`src/lmd_pkg.sv`:
```
// Purpose: Shared constants and types for the LED matrix scan driver.
// Assumes: 40 MHz ref_clk, 9-bit special-function address space.
// Notes:   Addresses are byte addresses on the plain register port.
package lmd_pkg;

    // Register and display memory addresses.
    localparam logic [8:0] LMD_ADDR_P1SEL  = 9'h09c;
    localparam logic [8:0] LMD_ADDR_P3SEL  = 9'h09e;
    localparam logic [8:0] LMD_ADDR_DIVHI  = 9'h0aa;
    localparam logic [8:0] LMD_ADDR_CTRL   = 9'h0ab;
    localparam logic [8:0] LMD_ADDR_DIVLO  = 9'h0ac;
    localparam logic [8:0] LMD_MEM_BASE    = 9'h1e0;
    localparam logic [8:0] LMD_MEM_MASK    = 9'h1f8;
    localparam int         LMD_MEM_DEPTH   = 8;

    // Field positions and reset values.
    localparam int         LMD_CTRL_TYPE   = 7;
    localparam int         LMD_CTRL_ON     = 6;
    localparam int         LMD_CTRL_DUTY   = 4;
    localparam int         LMD_DIVHI_BIT   = 0;
    localparam logic [7:0] LMD_REG_RST     = 8'h00;
    localparam logic [7:0] LMD_PIN_RST     = 8'h00;

    // Oscillator options under which the divider is honoured.
    localparam logic [2:0] LMD_OSC_OPT_A   = 3'h0;
    localparam logic [2:0] LMD_OSC_OPT_B   = 3'h5;
    localparam logic [2:0] LMD_OSC_OPT_C   = 3'h6;

    // Last common index for each duty.
    localparam logic [2:0] LMD_LAST_ROW4   = 3'h3;
    localparam logic [2:0] LMD_LAST_ROW8   = 3'h7;

    // Overlap time between common phases, in ns and in cycles.
    localparam int         LMD_CLK_NS      = 25;
    localparam int         LMD_OVL_MIN_NS  = 20000;
    localparam int         LMD_OVL_MAX_NS  = 40000;
    localparam int         LMD_OVL_CYC     = (LMD_OVL_MIN_NS + LMD_CLK_NS - 1) / LMD_CLK_NS;
    localparam int         LMD_OVL_MAX_CYC = LMD_OVL_MAX_NS / LMD_CLK_NS;
    localparam int         LMD_OVL_W       = 11;

    // Divided-clock ticks per common phase.
    localparam int         LMD_PHASE_DEF   = 64;
    localparam int         LMD_PHASE_W     = 8;

    typedef enum logic [1:0] {
        LMD_ST_IDLE    = 2'b00,
        LMD_ST_DRIVE   = 2'b01,
        LMD_ST_OVERLAP = 2'b10
    } lmd_state_t;

endpackage

```
`src/lmd_ctl_if.sv`:
```
// Purpose: Carries divider and overlap timer signals inside the driver.
// Assumes: All members live on ref_clk.
// Notes:   One driver per member, named by the modports.
`timescale 1ns/1ps
`default_nettype none
interface lmd_ctl_if;
    logic [8:0] div_value;
    logic [2:0] osc_option;
    logic       tick;
    logic       ovl_start;
    logic       ovl_done;
    logic       ovl_busy;

    modport core (output div_value, output osc_option, output ovl_start,
                  input tick, input ovl_done, input ovl_busy);
    modport div  (input div_value, input osc_option, output tick);
    modport tmr  (input ovl_start, output ovl_done, output ovl_busy);
endinterface
`default_nettype wire

```
`src/lmd_scan_top.sv`:
```
// Purpose: Multiplexed LED matrix scan driver with its registers.
// Assumes: Option and power-down inputs are on ref_clk.
// Notes:   Pin function selects leave the port mux to the pad ring.
//
// Chosen here: strobed register access.
`timescale 1ns/1ps
`default_nettype none
module lmd_scan_top
    import lmd_pkg::*;
#(
    parameter int PHASE_TICKS = LMD_PHASE_DEF
) (
    input  wire logic       ref_clk,
    input  wire logic       resetn,
    input  wire logic [8:0] bus_addr,
    input  wire logic [7:0] bus_wdata,
    input  wire logic       bus_wr,
    input  wire logic       bus_rd,
    output logic      [7:0] bus_rdata,
    input  wire logic [2:0] oscillator_option,
    input  wire logic       matrix_polarity_option,
    input  wire logic       power_down,
    input  wire logic       slow_osc_in_pd,
    output logic      [7:0] row_scan_pin,
    output logic      [7:0] column_drive_pin,
    output logic      [7:0] port1_led_select,
    output logic      [7:0] port3_led_select,
    output logic            lcd_enable
);

    lmd_ctl_if ctl ();

    // Software-visible state.
    logic [7:0] port1_sel_r;
    logic [7:0] port3_sel_r;
    logic       type_sel_r;
    logic       drive_on_r;
    logic       duty8_r;
    logic       div_high_r;
    logic [7:0] div_low_r;
    logic [7:0] disp_mem_r [LMD_MEM_DEPTH];

    // Scan state.
    lmd_state_t           state_r;
    lmd_state_t           state_nxt;
    logic [2:0]           row_idx_r;
    logic [2:0]           row_idx_nxt;
    logic [LMD_PHASE_W-1:0] phase_cnt_r;
    logic                 phase_end;
    logic                 run;
    logic [2:0]           last_row;
    logic [7:0]           cur_byte;
    logic                 pol;

    // Bus decode and read path.
    logic       mem_hit;
    logic [7:0] rd_val;
    logic [7:0] rdata_r;
    logic [7:0] row_r;
    logic [7:0] col_r;
    logic       lcd_en_r;

    assign mem_hit = (bus_addr & LMD_MEM_MASK) == LMD_MEM_BASE;
    assign pol     = matrix_polarity_option;

    // Divider and gap timer sit beside the sequencer.
    assign ctl.div_value  = {div_high_r, div_low_r};
    assign ctl.osc_option = oscillator_option;

    lmd_clk_div u_div (
        .ref_clk (ref_clk),
        .resetn  (resetn),
        .ctl     (ctl)
    );

    lmd_ovl_timer u_ovl (
        .ref_clk (ref_clk),
        .resetn  (resetn),
        .ctl     (ctl)
    );

    // Port-1 pin function select.
    always_ff @(posedge ref_clk or negedge resetn) begin
        if (!resetn) begin
            port1_sel_r <= LMD_REG_RST;
        end else if (bus_wr && bus_addr == LMD_ADDR_P1SEL) begin
            port1_sel_r <= bus_wdata;
        end
    end

    // Port-3 pin function select.
    always_ff @(posedge ref_clk or negedge resetn) begin
        if (!resetn) begin
            port3_sel_r <= LMD_REG_RST;
        end else if (bus_wr && bus_addr == LMD_ADDR_P3SEL) begin
            port3_sel_r <= bus_wdata;
        end
    end

    // Display control; the LCD-only bits are not kept here.
    always_ff @(posedge ref_clk or negedge resetn) begin
        if (!resetn) begin
            type_sel_r <= LMD_REG_RST[LMD_CTRL_TYPE];
            drive_on_r <= LMD_REG_RST[LMD_CTRL_ON];
            duty8_r    <= LMD_REG_RST[LMD_CTRL_DUTY];
        end else if (bus_wr && bus_addr == LMD_ADDR_CTRL) begin
            type_sel_r <= bus_wdata[LMD_CTRL_TYPE];
            drive_on_r <= bus_wdata[LMD_CTRL_ON];
            duty8_r    <= bus_wdata[LMD_CTRL_DUTY];
        end
    end

    // Divider halves; they are stored even when the option ignores them.
    always_ff @(posedge ref_clk or negedge resetn) begin
        if (!resetn) begin
            div_high_r <= LMD_REG_RST[LMD_DIVHI_BIT];
            div_low_r  <= LMD_REG_RST;
        end else if (bus_wr && bus_addr == LMD_ADDR_DIVHI) begin
            div_high_r <= bus_wdata[LMD_DIVHI_BIT];
        end else if (bus_wr && bus_addr == LMD_ADDR_DIVLO) begin
            div_low_r  <= bus_wdata;
        end
    end

    // Display memory, one byte per common; software may rewrite it
    // while scanning, and the new byte shows from the next output edge.
    for (genvar e = 0; e < LMD_MEM_DEPTH; e++) begin : g_mem
        always_ff @(posedge ref_clk or negedge resetn) begin
            if (!resetn) begin
                disp_mem_r[e] <= LMD_REG_RST;
            end else if (bus_wr && mem_hit && bus_addr[2:0] == 3'(e)) begin
                disp_mem_r[e] <= bus_wdata;
            end
        end
    end

    // Read mux; unmapped addresses and reserved bits read as zero.
    always_comb begin
        rd_val = 8'h00;
        if (mem_hit) begin
            rd_val = disp_mem_r[bus_addr[2:0]];
        end else begin
            case (bus_addr)
                LMD_ADDR_P1SEL: rd_val = port1_sel_r;
                LMD_ADDR_P3SEL: rd_val = port3_sel_r;
                LMD_ADDR_DIVLO: rd_val = div_low_r;
                LMD_ADDR_DIVHI: rd_val[LMD_DIVHI_BIT] = div_high_r;
                LMD_ADDR_CTRL: begin
                    rd_val[LMD_CTRL_TYPE] = type_sel_r;
                    rd_val[LMD_CTRL_ON]   = drive_on_r;
                    rd_val[LMD_CTRL_DUTY] = duty8_r;
                end
                default: rd_val = 8'h00;
            endcase
        end
    end

    // Read data stands only in the cycle after the strobe.
    always_ff @(posedge ref_clk or negedge resetn) begin
        if (!resetn) begin
            rdata_r <= 8'h00;
        end else if (bus_rd) begin
            rdata_r <= rd_val;
        end else begin
            rdata_r <= 8'h00;
        end
    end

    // The driver runs only when selected, switched on and clocked.
    assign run = type_sel_r && drive_on_r &&
                 !(power_down && !slow_osc_in_pd);

    assign last_row  = duty8_r ? LMD_LAST_ROW8 : LMD_LAST_ROW4;
    assign cur_byte  = disp_mem_r[row_idx_r];
    assign phase_end = ctl.tick &&
                       (phase_cnt_r == LMD_PHASE_W'(PHASE_TICKS - 1));

    // Scan sequencer: drive one common, blank for the gap, step on.
    always_comb begin
        state_nxt     = state_r;
        row_idx_nxt   = row_idx_r;
        ctl.ovl_start = 1'b0;
        if (!run) begin
            state_nxt   = LMD_ST_IDLE;
            row_idx_nxt = 3'h0;
        end else begin
            case (state_r)
                LMD_ST_IDLE: begin
                    state_nxt = LMD_ST_DRIVE;
                end
                LMD_ST_DRIVE: begin
                    if (phase_end) begin
                        state_nxt     = LMD_ST_OVERLAP;
                        ctl.ovl_start = 1'b1;
                    end
                end
                LMD_ST_OVERLAP: begin
                    if (ctl.ovl_done) begin
                        state_nxt = LMD_ST_DRIVE;
                        // Ascending order, wrapping at the duty's last common.
                        if (row_idx_r >= last_row) begin
                            row_idx_nxt = 3'h0;
                        end else begin
                            row_idx_nxt = row_idx_r + 3'h1;
                        end
                    end
                end
                default: begin
                    state_nxt   = LMD_ST_IDLE;
                    row_idx_nxt = 3'h0;
                end
            endcase
        end
    end

    always_ff @(posedge ref_clk or negedge resetn) begin
        if (!resetn) begin
            state_r   <= LMD_ST_IDLE;
            row_idx_r <= 3'h0;
        end else begin
            state_r   <= state_nxt;
            row_idx_r <= row_idx_nxt;
        end
    end

    // Phase length is counted in divided ticks, so the divider paces it.
    always_ff @(posedge ref_clk or negedge resetn) begin
        if (!resetn) begin
            phase_cnt_r <= '0;
        end else if (state_r != LMD_ST_DRIVE || phase_end) begin
            phase_cnt_r <= '0;
        end else if (ctl.tick) begin
            phase_cnt_r <= phase_cnt_r + 1'b1;
        end
    end

    // Pin levels: off level equals the polarity option, on is its inverse.
    for (genvar i = 0; i < 8; i++) begin : g_pin
        always_ff @(posedge ref_clk or negedge resetn) begin
            if (!resetn) begin
                row_r[i] <= LMD_PIN_RST[i];
                col_r[i] <= LMD_PIN_RST[i];
            end else begin
                row_r[i] <= (state_r == LMD_ST_DRIVE && row_idx_r == 3'(i))
                            ? !pol : pol;
                col_r[i] <= (state_r == LMD_ST_DRIVE && cur_byte[i])
                            ? !pol : pol;
            end
        end
    end

    // LCD is held off from the cycle after the LED side is selected.
    always_ff @(posedge ref_clk or negedge resetn) begin
        if (!resetn) begin
            lcd_en_r <= 1'b1;
        end else begin
            lcd_en_r <= !type_sel_r;
        end
    end

    assign bus_rdata        = rdata_r;
    assign row_scan_pin     = row_r;
    assign column_drive_pin = col_r;
    assign port1_led_select = port1_sel_r;
    assign port3_led_select = port3_sel_r;
    assign lcd_enable       = lcd_en_r;
endmodule
`default_nettype wire

```
`src/lmd_clk_div.sv`:
```
// Purpose: Makes the scan clock enable from the 9-bit divider value.
// Assumes: Oscillator option is static while the driver runs.
// Notes:   Values 0 and 1 both give a tick every cycle.
`timescale 1ns/1ps
`default_nettype none
module lmd_clk_div
    import lmd_pkg::*;
(
    input  wire logic ref_clk,
    input  wire logic resetn,
    lmd_ctl_if.div    ctl
);
    logic [8:0] cnt_r;
    logic       avail;
    logic       bypass;
    logic       wrap;

    // Other oscillator options leave the divider without effect.
    assign avail  = (ctl.osc_option == LMD_OSC_OPT_A) ||
                    (ctl.osc_option == LMD_OSC_OPT_B) ||
                    (ctl.osc_option == LMD_OSC_OPT_C);
    assign bypass = !avail || (ctl.div_value <= 9'h001);
    // A shrunken divider value ends the count at once, not after a wrap.
    assign wrap   = cnt_r >= (ctl.div_value - 9'h001);
    assign ctl.tick = bypass || wrap;

    // Free count of reference cycles within one divided period.
    always_ff @(posedge ref_clk or negedge resetn) begin
        if (!resetn) begin
            cnt_r <= 9'h000;
        end else if (bypass || wrap) begin
            cnt_r <= 9'h000;
        end else begin
            cnt_r <= cnt_r + 9'h001;
        end
    end
endmodule
`default_nettype wire

```
`src/lmd_ovl_timer.sv`:
```
// Purpose: Times the blank gap between two common phases.
// Assumes: Start is a one-cycle pulse from the scan sequencer.
// Notes:   A new start restarts the gap and cancels a pending done.
`timescale 1ns/1ps
`default_nettype none
module lmd_ovl_timer
    import lmd_pkg::*;
(
    input  wire logic ref_clk,
    input  wire logic resetn,
    lmd_ctl_if.tmr    ctl
);
    logic [LMD_OVL_W-1:0] cnt_r;
    logic                 busy_r;
    logic                 done_r;
    logic [LMD_OVL_W-1:0] span_r;

    assign ctl.ovl_busy = busy_r;
    assign ctl.ovl_done = done_r;

    // Count down the least overlap; done follows the last busy cycle.
    always_ff @(posedge ref_clk or negedge resetn) begin
        if (!resetn) begin
            cnt_r  <= '0;
            busy_r <= 1'b0;
            done_r <= 1'b0;
        end else if (ctl.ovl_start) begin
            cnt_r  <= LMD_OVL_W'(LMD_OVL_CYC - 1);
            busy_r <= 1'b1;
            done_r <= 1'b0;
        end else if (busy_r) begin
            cnt_r  <= cnt_r - 1'b1;
            busy_r <= (cnt_r != '0);
            done_r <= (cnt_r == '0);
        end else begin
            done_r <= 1'b0;
        end
    end

    // Cycles seen busy since the last start, for checking only.
    always_ff @(posedge ref_clk or negedge resetn) begin
        if (!resetn) begin
            span_r <= '0;
        end else if (ctl.ovl_start) begin
            span_r <= '0;
        end else if (busy_r) begin
            span_r <= span_r + 1'b1;
        end
    end
endmodule
`default_nettype wire

```
`config.mk`:
```
export PLATFORM = sky130hd
export DESIGN_NAME = lmd_scan_top
export DESIGN_NICKNAME = d
export VERILOG_FILES = /design/src/lmd_pkg.sv /design/src/lmd_ctl_if.sv /design/src/lmd_scan_top.sv /design/src/lmd_clk_div.sv /design/src/lmd_ovl_timer.sv
export SDC_FILE = /design/constraint.sdc
export NUM_CORES = 1
export LEC_CHECK = 0
export ABC_AREA = 1
export BUFFER_PORTS_ARGS = -buffer_cell sky130_fd_sc_hd__buf_2
export CORE_MARGIN = 5
export CORE_UTILIZATION = 60
export DETAILED_ROUTE_END_ITERATION = 8
export PLACE_DENSITY = 0.88
export SETUP_SLACK_MARGIN = 0.1
export SLEW_MARGIN = 20
export SYNTH_ARGS = -nofsm -noshare
export SYNTH_HDL_FRONTEND = slang
export SYNTH_SLANG_ARGS = --single-unit
```
`constraint.sdc`:
```
create_clock -name ref_clk -period 6.2 [get_ports ref_clk]
set_input_delay 1.24 -clock ref_clk [delete_from_list [all_inputs] [get_ports ref_clk]]
set_output_delay 1.24 -clock ref_clk [all_outputs]
set_load 0.02 [all_outputs]
```
; ---- After elaboration in Yosys (flattened, before gate mapping)
; Index checks and enable logic that the tools add are counted.
[totals]
elab_cells = 188
register_bits = 152
input_bits = 27
output_inout_bits = 41
[op_classes]
addsub = 5
magnitude_cmp = 5
n_eq_ne = 29
n_mux = 50
n_bitwise = 3
n_reduce_logical = 56
[op_table]
columns = op, count
row1 = 8-bit two-way mux, 8
row2 = 8-bit binary-select mux with 3-bit select, 2
row3 = 9-bit by 8-bit equality test with 1-bit output (second input constant), 5
row4 = 1-bit logical AND, 34
row5 = 3-bit equality test (second input constant), 10
row6 = 1-bit two-way mux, 23
row7 = 11-bit two-way mux, 2
row8 = 3-bit by 2-bit equality test with 1-bit output (second input constant), 4
row9 = 3-bit two-way mux, 4
row10 = 11-bit zero test, 1
row11 = 11-bit nonzero test, 1
row12 = 11-bit by 1-bit subtractor with 11-bit output (second input constant), 1
row13 = 9-bit by 1-bit adder with 9-bit output (second input constant), 1
row14 = 9-bit greater-or-equal comparator, 1
row15 = 9-bit by 1-bit less-or-equal comparator with 1-bit output (second input constant), 1
row16 = 3-bit zero test, 3
row17 = 9-bit two-way mux, 1
row18 = 3-bit case mux with 3 select lines, 1
row19 = 9-bit by 1-bit subtractor with 9-bit output (second input constant), 1
row20 = 8-bit by 1-bit adder with 8-bit output (second input constant), 1
row21 = 8-bit by 6-bit equality test with 1-bit output (second input constant), 1
row22 = 4-bit greater-or-equal comparator (second input constant), 2
row23 = 3-bit NOT with 4-bit output, 2
row24 = 1-bit case mux with 4 select lines, 2
row25 = other kinds (22), 36

; ---- Depth between registers and ports, before layout
; Gate-level depths: netlist (run 1).
[depth]
depth_word = 11
ltp_mapped = 16
mapped_depth_nobuf = 15

; ---- By module
; Synthesis (run 1) repeated with hierarchy kept, for this count alone.
[unflattened]
cells_unflattened = 1128
hier_area_um2 = 8663.3
[by_module_without_submodules]
columns = module, n_inst, seq_area_each_um2, area_per_inst_um2, cells_per_inst
row1 = lmd_scan_top, 1, 3254.4, 7095.6, 920
row2 = lmd_clk_div, 1, 225.2, 894.6, 126
row3 = lmd_ovl_timer, 1, 325.3, 673.1, 82

; ---- Least setup slack after synthesis (run 1)
; Ideal clock, no wire load.
[synth_path]
kind = input to register
start = in bus_addr[6]
end = reg disp_mem_r[53] in the netlist's numbering
slack_ns = 3.785
stages = 8
required_ns = 6.067
setup_ns = 0.133
t_arrival_ns = 2.282
path_cell_list = clkinv_1 nor3_4 nand2_4 nor2_8 nand3_4 buf_6 nand2_1 o21ai_2
[synth_via]
elab_chain_len = 3
[synth_lines]
columns = element, line
row1 = start: declaration, lmd_scan_top.sv:15  ; input wire logic [8:0] bus_addr,
row2 = 6-bit equality test, lmd_scan_top.sv:63  ; assign mem_hit = (bus_addr & LMD_MEM_MASK) == LMD_MEM_BASE;
row3 = 1-bit logical AND (2 in series), lmd_scan_top.sv:131  ; end else if (bus_wr && mem_hit && bus_addr[2:0] == 3'(e)) begin
row4 = end signal: indexed assignment, lmd_scan_top.sv:132  ; disp_mem_r[e] <= bus_wdata;
row5 = end: declaration, lmd_scan_top.sv:41  ; logic [7:0] disp_mem_r [LMD_MEM_DEPTH];
; No other way between the ends.
; A chain may end at the register's enable or synchronous reset.

; ---- Worst setup path after layout (run 1)
[layout_path]
start = reg div_low_r[0]
end = reg u_ovl.cnt_r[0]
[layout_via]
elab_chain_len = 8
elab_cells_between_ends = 11
[layout_lines]
columns = element, line
row1 = start: declaration, lmd_scan_top.sv:40  ; logic [7:0] div_low_r;
row2 = start signal: assignment, lmd_scan_top.sv:121  ; div_low_r <= bus_wdata;
row3 = 9-bit by 1-bit subtractor with 9-bit output / 9-bit by 1-bit less-or-equal comparator with 1-bit output (equally long branches), "lmd_clk_div.sv:24, lmd_clk_div.sv:22"
row4 = 9-bit greater-or-equal comparator / 1-bit logical OR (equally long branches), "lmd_clk_div.sv:24, lmd_clk_div.sv:22"
row5 = 1-bit logical OR (*), lmd_clk_div.sv:25  ; assign ctl.tick = bypass || wrap;
row6 = 1-bit logical AND (*), lmd_scan_top.sv:175  ; assign phase_end = ctl.tick &&
row7 = 1-bit two-way mux (*), lmd_scan_top.sv:192  ; if (phase_end) begin
row8 = 1-bit two-way mux (*), lmd_scan_top.sv:187  ; case (state_r)
row9 = 1-bit two-way mux (*), lmd_scan_top.sv:183  ; if (!run) begin
row10 = 11-bit two-way mux / 2-bit nonzero test (equally long branches), --
row11 = end signal: assignment, lmd_ovl_timer.sv:28  ; cnt_r <= LMD_OVL_W'(LMD_OVL_CYC - 1);
row12 = end signal: assignment, lmd_ovl_timer.sv:32  ; cnt_r <= cnt_r - 1'b1;
row13 = end: declaration, lmd_ovl_timer.sv:13  ; logic [LMD_OVL_W-1:0] cnt_r;
; Every way passes the cells marked *; elsewhere a longest branch is shown, timed or not.

==> results.ini, run 1 <==
[pwr]
sw_frac_of_total_pct=24.1
combPwrFrac_pct=7.9
clock_power_share_pct=47.4
intPower_mw=1.75
leakagePower_nw=4.57
powerDensity_mw_per_mm2=249
ir_worst_vdd_mv=0.202
p_sw_mw=0.558
power_frac_seq_pct=44.8

[layout]
syn2layout_area_growth_pct=11.8
final-instance-count-excl-fill=1263
reg_top3=disp_mem_r: 64 flops, u_ovl.cnt_r: 11 flops, u_div.cnt_r: 9 flops
largest_register=disp_mem_r
drive_gt1_share_pct=15.5
layout.cell_area.non_filler_mm2=0.00927
largest_reg_flops=64
diodes=0
fin_nets=1118

[cts]
clock_latency_ps=440
htreeDepth=4
clkTransAtPathRegs_ps=60
cts_root_buf=clkbuf_16
cts.sinks=152
cts_tree=yes
numCtsBuffers=17
holdBufCountCts=0
clock_path_buffers=2
postCtsSetupRepairBufs=0
cts_resized=0

[yosys]
synth-async-reset-ratio_pct=100
syn_inst=1022
synth-compound-area-share_pct=13.2
synth_top_family_by_area=simple AND/OR/NAND/NOR gates
synthSimpleGateAreaFrac_pct=26.1
postSynthNetCount=1070
synth-edff-count=0
yosysSeqAreaShare_pct=45.9
syn_area_mm2=0.00829
syn_area_per_cell_um2=8.11
synthXorXnorAreaFrac_pct=3.80
ys_ff_latch=152
synth.area.mux_share_pct=0
ys_warn_count=0
synthAdderAreaFrac_pct=3.17
synth_cell_types=44
synth_top_flop_cell=dfrtp_1

[worst_setup_path]
endpoint_kind=register
setup.worst_path.start_class=register
path_class=register to register
slowest_stage=nand3_1
crit_fanout=20
worstPathArrival_ps=3750
cp_cell_sequence=inv_1, ha_1, nand2_1, nor2_1, xnor2_1, ha_1, nand2_1, nand2_1, nor2_1, nand2_1, nor2_1, nand3_1, nand3_1, nand3_1
cp_data_required_time_ps=6470
max_stage_delay_ps=690
cpMostUsedCell=nand2_1

[floorplanning]
fp.dieArea_mm2=0.0163
rows=43
die_y_um=128
ios=68
die_w_um=128
coreArea_mm2=0.0137
initial_core_util_pct=60.4

[grt]
overflow=0
antenna_found_initial=0
grt_usage_pct=26.8
grt_first_pass_wirelength_mm=34.5
grt_max_degree=116
grt_pass1_vias=6890

[timing]
maxSlewViolCount=0
tightest_slew_ps=919
min_period_ps=3480
rsz0062_at_grt=no
setup_violations=0
max_freq_mhz=288
max_slew_margin_pct=38.8
period_share_pct=56.1
fin_setup_tns_ps=0
hold_viol=0
fin_skew_ps=11.3

[placement]
place_area_mm2=0.00864
place.port_buffers=67
hpwl_mm=13.8
placedCellCount=1231
gp_congestion=0.890

[routing]
drtPass1Iterations=8
wirelength_mm=20.9
drc=0
routed-via-count=7153
vias_per_cell=5.66
ant_nets=0
drt-initial-drc-count=887
wl_per_cell_um=16.5

[run_status]
status=finished, final reports clean

[job]
max-cap-violations=0

[min_path]
hold_path_class=register to register

final timing paths:
kind                             endpoint      startpoint  cells after the start  slack, ps
setup / recovery           u_ovl.cnt_r[0]    div_low_r[0]                     14       2720
hold / removal             disp_mem_r[20]  disp_mem_r[20]                      2        480
setup reg to reg           u_ovl.cnt_r[0]    div_low_r[0]                     14       2720
hold reg to reg            disp_mem_r[20]  disp_mem_r[20]                      2        480
max in group asynchronous   disp_mem_r[3]          resetn                      2       4160
min in group asynchronous  phase_cnt_r[1]          resetn                      1        900
per-stage QoR:
step | power, mW | utilization (%) | hold slack [ps] | setup WS [ps]
2_1_floorplan | 1.16 | - | 404 | 3780
6_report | 2.31 | 67.6 | 479 | 2720
3_5_place_dp | 1.23 | 63.0 | 467 | 2830
3_3_place_gp | 1.22 | 63.0 | 465 | 3010
5_1_grt | 2.38 | 67.6 | 500 | 2430
4_1_cts | 2.31 | 67.5 | 483 | 2770
cells in the final DEF, fill, tap and decap left out, drive strengths merged:
cell type | netlist | routed
a211o | 1 | 1
a21oi | 30 | 30
and3 | 1 | 1
buf | 22 | 69
bufinv | 0 | 4
clkbuf | 19 | 21
clkinv | 2 | 7
clkinvlp | 0 | 3
dfrtp | 151 | 151
dfstp | 1 | 1
ha | 21 | 21
inv | 105 | 105
nand2 | 271 | 271
nand3 | 60 | 60
nand3b | 3 | 3
nand4 | 16 | 16
nor2 | 105 | 105
nor3 | 15 | 15
nor3b | 2 | 2
nor4 | 1 | 1
o2111ai | 1 | 1
o211ai | 6 | 6
o21a | 8 | 8
o21ai | 134 | 134
o22ai | 5 | 5
or2 | 5 | 5
or3 | 1 | 1
xnor2 | 9 | 9
xor2 | 27 | 27
cells in the mapped netlist, types with 6 or more instances:
library cell  number  area [um^2]
nand2_1          267         1000
dfrtp_1          151         3780
nor2_1           100          375
inv_1             99          372
nand3_1           51          255
o21ai_0           51          255
o21ai_1           50          250
o21ai_2           33          289
a21oi_1           30          150
xor2_1            27          236
ha_1              21          263
clkbuf_1          19         71.3
nand4_1           15         93.8
nor3_1            12         60.1
buf_2             11         55.1
buf_6              9          101
xnor2_1            9         78.8
o21a_1             8         60.1
nand3_4            7          123
o211ai_1           6         45.0
metal layers:
metal	track usage, %	share of wire (%)	vias up	wire length (um)
met3	6.65	8.2	43	1720
li1	-	-	3399	-
met2	44.1	48	326	10100
met1	35.5	41	3385	8590
met4	7.70	2.1	0	433
met5	0	0	-	0
final cells by class:
cell class                      count  area (um^2)
Clock buffer                       20          447
Clock inverter                     12          175
Fill cell                        1099         4450
Inverter                          107          404
Multi-Input combinational cell    722         3840
Sequential cell                   152         3810
Tap cell                          180          225
Timing Repair Buffer               70          367
cell families (layout without fill, tap and decap cells):
| group | Yosys count | after routing |
|---|---|---|
| flip-flops | 152 | 152 |
| adder cells (fa/ha/maj) | 21 | 21 |
| XOR/XNOR | 36 | 36 |
| AO/OA/AOI/OAI | 185 | 185 |
| buffers and inverters | 148 | 209 |
| AND/OR/NAND/NOR | 480 | 480 |
power groups by stage:
| stage | Clock (mW) | Combinational [mW] | Sequential (mW) |
|---|---|---|---|
| floorplan | 0 | 0.100 | 1.06 |
| global placement | 0 | 0.175 | 1.05 |
| detailed placement | 0 | 0.180 | 1.05 |
| CTS | 1.10 | 0.182 | 1.03 |
| global route | 1.15 | 0.203 | 1.04 |
| finish | 1.09 | 0.182 | 1.03 |
critical path: cells and delay by family, from the launching register on:
family / cells / cell delay (ps)
buf+inv: 1 / 120
simple gates: 10 / 2150
fa+ha+maj: 2 / 480
xor+xnor: 1 / 140
flops: 1 / 430
Power figures use the tool's default switching activity.
==> run 2, diff against run 1 <==
ABC_AREA = 0   (was 1)
clock period = 3.3 ns   (was 6.2 ns; I/O delays follow)
==> results.ini, run 2 <==
[cts]
clkTransAtPathRegs_ps=60  ; about the same
postCtsSetupRepairBufs=0  ; unchanged
holdBufCountCts=0  ; unchanged
cts_tree=yes
htreeDepth=4  ; unchanged
clock_latency_ps=430  ; about the same
numCtsBuffers=17  ; unchanged
cts_root_buf=clkbuf_16
clock_path_buffers=2  ; unchanged
cts_resized=0  ; unchanged
cts.sinks=152  ; unchanged

[pwr]
powerDensity_mw_per_mm2=477  ; +92%
ir_worst_vdd_mv=0.497  ; +150%
leakagePower_nw=4.07  ; -11%

[timing]
max_slew_margin_pct=31.9  ; -6.8 points
setup_violations=0  ; unchanged
period_share_pct=89.0  ; +33 points
min_period_ps=2940  ; -538 ps
max_freq_mhz=340  ; +18%
fin_skew_ps=9.75  ; -1.52 ps
rsz0062_at_grt=no
hold_viol=0  ; unchanged
maxSlewViolCount=0  ; unchanged
fin_setup_tns_ps=0  ; unchanged
tightest_slew_ps=1020  ; +103 ps

[yosys]
synth_most_common_cell=dfrtp_1
syn_inst=616  ; -40%
syn_area_mm2=0.00771  ; -7.0%
postSynthNetCount=664  ; -38%
synth_cell_types=54  ; +23%
synth_area_leaders=dfrtp_1, mux2_2, mux4_2
ys_warn_count=0  ; unchanged
post-synth-top-area-cell=dfrtp_1
yosysTopAreaCellShare_pct=49.0  ; +3.5 points
synth-async-reset-ratio_pct=100  ; unchanged
yosys-top-cells-count=dfrtp_1, mux2_2, nand2_1
yosysSeqAreaShare_pct=49.4  ; +3.5 points
syn_area_per_cell_um2=12.5  ; +54%
synth-edff-count=0  ; unchanged
ys_ff_latch=152  ; unchanged
synth_top_flop_cell=dfrtp_1

[worst_setup_path]
path_class=register to register
cp_cell_sequence=nor2_1, nand3_1, nor4_1, xnor2_1, ha_1, and3_1, o21ai_0, and3_4, and3_4, or4b_1, a21oi_1
cp_data_required_time_ps=3630  ; -2840 ps
reg2reg_depth=11  ; -3
endpoint_kind=register
crit_fanout=12  ; -40%
critical_path_depth=11  ; -3
cpMostUsedCell=and3_4
setup.worst_path.start_class=register
slowest_stage=or4b_1
cp-startpoint=div_low_r[3]
max_stage_delay_ps=490  ; -200 ps
worstPathArrival_ps=3270  ; -480 ps
cp.buffers_inverters=0  ; -1
crit_family=simple AND/OR/NAND/NOR gates
r2r-start=div_low_r[3]

[layout]
syn2layout_area_growth_pct=14.6
largest_register=disp_mem_r
utilization_pct=70.0  ; +2.4 points
layout_common_cells=dfrtp_1, mux2_2, buf_2
drive_gt1_share_pct=36.2  ; +21 points
final_common_cell=dfrtp_1
fin_nets=731  ; -35%
reg_top3=disp_mem_r: 64 flops, u_ovl.cnt_r: 11 flops, u_div.cnt_r: 9 flops
largest_reg_flops=64  ; unchanged

[grt]
overflow=0  ; unchanged
antenna_found_initial=1  ; +1
grt_pass1_vias=5708  ; -17%
grt_first_pass_wirelength_mm=29.9  ; -13%
grt_max_degree=73  ; -37%
grt_usage_pct=26.0  ; -0.82 points

[floorplanning]
die_y_um=123  ; -3.3%
die_w_um=123  ; -3.3%
fp.dieArea_mm2=0.0152  ; -6.5%
rows=41  ; -4.7%
coreArea_mm2=0.0126  ; -8.0%
ios=68  ; unchanged
initial_core_util_pct=61.1  ; +0.64 points

[routing]
drt-initial-drc-count=375  ; -58%
wl_per_cell_um=20.7  ; +25%
ant_nets=0  ; unchanged
vias_per_cell=6.14  ; +8.4%
drc=0  ; unchanged
wirelength_mm=18.0  ; -14%
routed-via-count=5335  ; -25%
drtPass1Iterations=7  ; -1

[run_status]
status=finished, final reports clean

[min_path]
hold_path_class=input port to async pin

[placement]
place.port_buffers=67  ; unchanged
hpwl_mm=12.2  ; -11%
gp_congestion=0.999  ; +12%

[job]
max-cap-violations=0  ; unchanged

==> run 2: cell count changes in the layout (fill, tap and decap cells not counted), sizes merged, moves of 14 or more <==
cell / before / now
mux2: 0 / 95
nand4: 16 / 2
inv: 105 / 18
nand2: 271 / 60
nand3: 60 / 15
nor2: 105 / 28
o21ai: 134 / 16
xnor2: 9 / 23
mux4: 0 / 32
==> run 2: layer usage <==
metal	share of wire, %	routed length [um]	vias to the layer above	GRT usage (%)
met2	51	9130	215	43.2
met4	2.9	519	0	11.0
met1	41	7310	2709	33.1
met3	5.8	1050	45	5.90
met5	0	0	-	0
li1	-	-	2366	-
==> run 2: cells by family (layout without fill, tap and decap cells) <==
logic type	count (synthesis)	in the layout	share of synthesized area (%)
DFF	152	152	49.4
and+or+nand+nor	164	164	11.4
buffers and inverters	46	126	2.47
muxes	130	130	23.6
other	0	1	0
xor gates and xnor gates	42	42	4.77
AOI/OAI and AO/OA	61	61	4.98
adders and majority gates	21	21	3.41
==> run 2: worst paths after layout <==
path | to | slack [ps]
worst max-delay path | phase_cnt_r[6] | 360
worst min-delay path | u_ovl.cnt_r[10] | 240
worst max register to register | phase_cnt_r[6] | 360
worst min register to register | lcd_enable | 490
max in group asynchronous | lcd_enable | 2220
min in group ref_clk | lcd_enable | 490
==> run 2: worst register-to-register path, delay by kind of cell, from the launching register on <==
kind	cells	cell delay [ps]
compound gates	2	210
xor+xnor	1	120
fa+ha+maj	1	320
flops	1	450
simple gates	7	1740
==> run 2: report_power, final <==
part           switching (mW)  internal, mW
clock network           0.790          1.20
registers              0.0324          1.91
logic                   0.178         0.114
==> run 2: metrics by stage <==
stage | power [mW] | area (um^2) | setup WS (ps) | instances | hold slack (ps)
after CTS | 4.23 | 8830 | 423 | 868 | 265
after floorplan | 2.14 | 7710 | 760 | 616 | 364
final | 4.22 | 8830 | 363 | 869 | 238
after detailed placement | 2.26 | 8230 | 460 | 836 | 463
after global routing | 4.36 | 8830 | 198 | 869 | 283
after global placement | 2.24 | 8230 | 569 | 836 | 451
==> run 2: final cells by class <==
cell class	count	area (um^2)
antenna	1	2.50
clock inverter	13	169
tap	172	215
inverter	16	60.1
multi-input combinational	418	3710
fill	875	3790
clock buffer	19	433
sequential	152	3800
timing repair buffer	78	437
==> run 3, diff against run 2 <==
CORE_UTILIZATION = 50   (was 60)
CTS_BUF_LIST = sky130_fd_sc_hd__clkbuf_4 sky130_fd_sc_hd__clkbuf_8 sky130_fd_sc_hd__clkbuf_16   (was default)
PLACE_DENSITY = 0.77   (was 0.88)
==> results.ini, run 3 (synthesis gave the netlist of run 2 again) <==
[layout]
final_common_cell=dfrtp_1
fin_nets=730  ; -0.14%
largest_reg_flops=64  ; unchanged
layout_common_cells=dfrtp_1, mux2_2, buf_2
drive_gt1_share_pct=36.2  ; about the same
fillers=1169  ; +34%
largest_register=disp_mem_r
final-instance-count-excl-fill=882  ; +1.5%
syn2layout_area_growth_pct=13.9
reg_top3=disp_mem_r: 64 flops, u_ovl.cnt_r: 11 flops, u_div.cnt_r: 9 flops

[timing]
tightest_slew_ps=974  ; -46.9 ps
max_slew_margin_pct=35.0  ; +3.1 points
fin_setup_tns_ps=0  ; unchanged
period_share_pct=87.1  ; -1.9 points
fin_skew_ps=7.23  ; -2.53 ps
hold_viol=0  ; unchanged
min_period_ps=2870  ; -62.0 ps
maxSlewViolCount=0  ; unchanged
rsz0062_at_grt=no
setup_violations=0  ; unchanged
max_freq_mhz=348  ; +2.2%

[cts]
cts.sinks=152  ; unchanged
clock_latency_ps=420  ; about the same
cts_tree=yes
cts_root_buf=clkbuf_16
clkTransAtPathRegs_ps=60  ; about the same
cts_resized=0  ; unchanged
clock_path_buffers=2  ; unchanged
holdBufCountCts=0  ; unchanged
postCtsSetupRepairBufs=0  ; unchanged
htreeDepth=4  ; unchanged
numCtsBuffers=17  ; unchanged

[routing]
drtPass1Iterations=5  ; -2
drt-initial-drc-count=337  ; -10%
wirelength_mm=17.9  ; -0.42%
wl_per_cell_um=20.3  ; -1.9%
vias_per_cell=5.92  ; -3.6%
routed-via-count=5222  ; -2.1%
drc=0  ; unchanged
ant_nets=0  ; unchanged

[floorplanning]
ios=68  ; unchanged
die_y_um=134  ; +8.8%
fp.dieArea_mm2=0.0180  ; +18%
initial_core_util_pct=50.9  ; -10 points
rows=45  ; +9.8%
die_w_um=134  ; +8.8%
coreArea_mm2=0.0151  ; +20%

[pwr]
clock_power_share_pct=44.1  ; -3.0 points
combPwrFrac_pct=7.2  ; +0.3 points
sw_frac_of_total_pct=24.1  ; +0.42 points
powerDensity_mw_per_mm2=454  ; -4.9%
leakagePower_nw=4.04  ; -0.64%
power_frac_seq_pct=48.7  ; +2.7 points
p_sw_mw=0.962  ; -3.8%
ir_worst_vdd_mv=0.386  ; -22%
intPower_mw=3.02  ; -6.0%

[placement]
hpwl_mm=12.4  ; +1.7%
placedCellCount=851  ; +1.8%
gp_congestion=0.958  ; -4.1%
place.port_buffers=67  ; unchanged

[job]
max-cap-violations=0  ; unchanged

[run_status]
status=finished, final reports clean

[grt]
grt_max_degree=71  ; -2.7%
antenna_found_initial=1  ; unchanged
grt_first_pass_wirelength_mm=29.5  ; -1.2%
grt_usage_pct=20.9  ; -5.1 points
grt_pass1_vias=5523  ; -3.2%
overflow=0  ; unchanged

[worst_setup_path]
crit_fanout=12  ; unchanged
path_class=register to register
cp_data_required_time_ps=3620  ; about the same
setup.worst_path.start_class=register
endpoint_kind=register
worstPathArrival_ps=3200  ; -70 ps

[min_path]
hold_path_class=input port to async pin

## run 3: power by group through the flow
stage	logic, mW	registers, mW	clock network, mW
5_1_grt	0.317	1.94	1.88
3_5_place_dp	0.290	1.97	0
6_report	0.289	1.94	1.76
2_1_floorplan	0.157	1.98	0
4_1_cts	0.292	1.94	1.78
3_3_place_gp	0.282	1.97	0
## run 3: worst max-delay path, cell delays in order (launching register included)
cell and delay (ps):
dfrtp_1 440, inv_1 130, ha_1 220, nand2_1 110, nor3_1 200, xnor2_1 100
ha_1 290, and3_1 140, o21ai_0 90, and3_4 190, and3_4 220, or4b_1 520
a21oi_1 140
## run 3: area by class of cell
class                      instances  area [um^2]  area share (%)
multi-input combinational        418         3710            42.3
timing repair buffer              77          429            4.89
clock buffer                      20          460            5.24
clock inverter                    10         75.1           0.855
inverter                          16         60.1           0.684
antenna                            1         2.50          0.0285
sequential                       152         3800            43.3
tap                              188          235            2.68
## run 3: per-layer routing
layer  up-vias  part of all wire (%)  track usage (%)
met5         -                     0                0
met4         0                   1.8             6.28
met3        22                   5.6             5.25
met2       167                    50             34.5
met1      2666                    42             27.5
li1       2367                     -                -
## run 3: path summary, 6_finish.rpt
| check | from | end | slack, ps | cells past startpoint |
|---|---|---|---|---|
| max reg2reg | div_low_r[0] | phase_cnt_r[6] | 430 | 12 |
| max | div_low_r[0] | phase_cnt_r[6] | 430 | 12 |
| min reg2reg | type_sel_r | lcd_enable | 480 | 1 |
| min in group ref_clk | type_sel_r | lcd_enable | 480 | 1 |
| max in group asynchronous | resetn | lcd_enable | 2250 | 2 |
| min | resetn | phase_cnt_r[7] | 220 | 1 |
## run 3: metrics by stage
step	hold slack (ps)	power, mW	util (%)	instance area, um^2	setup WS, ps
floorplan	364	2.14	-	7710	760
global placement	476	2.25	54.4	8240	584
detailed placement	479	2.26	54.4	8240	469
CTS	270	4.01	58.0	8780	458
global route	290	4.14	58.0	8780	254
finish	220	3.98	58.0	8780	425
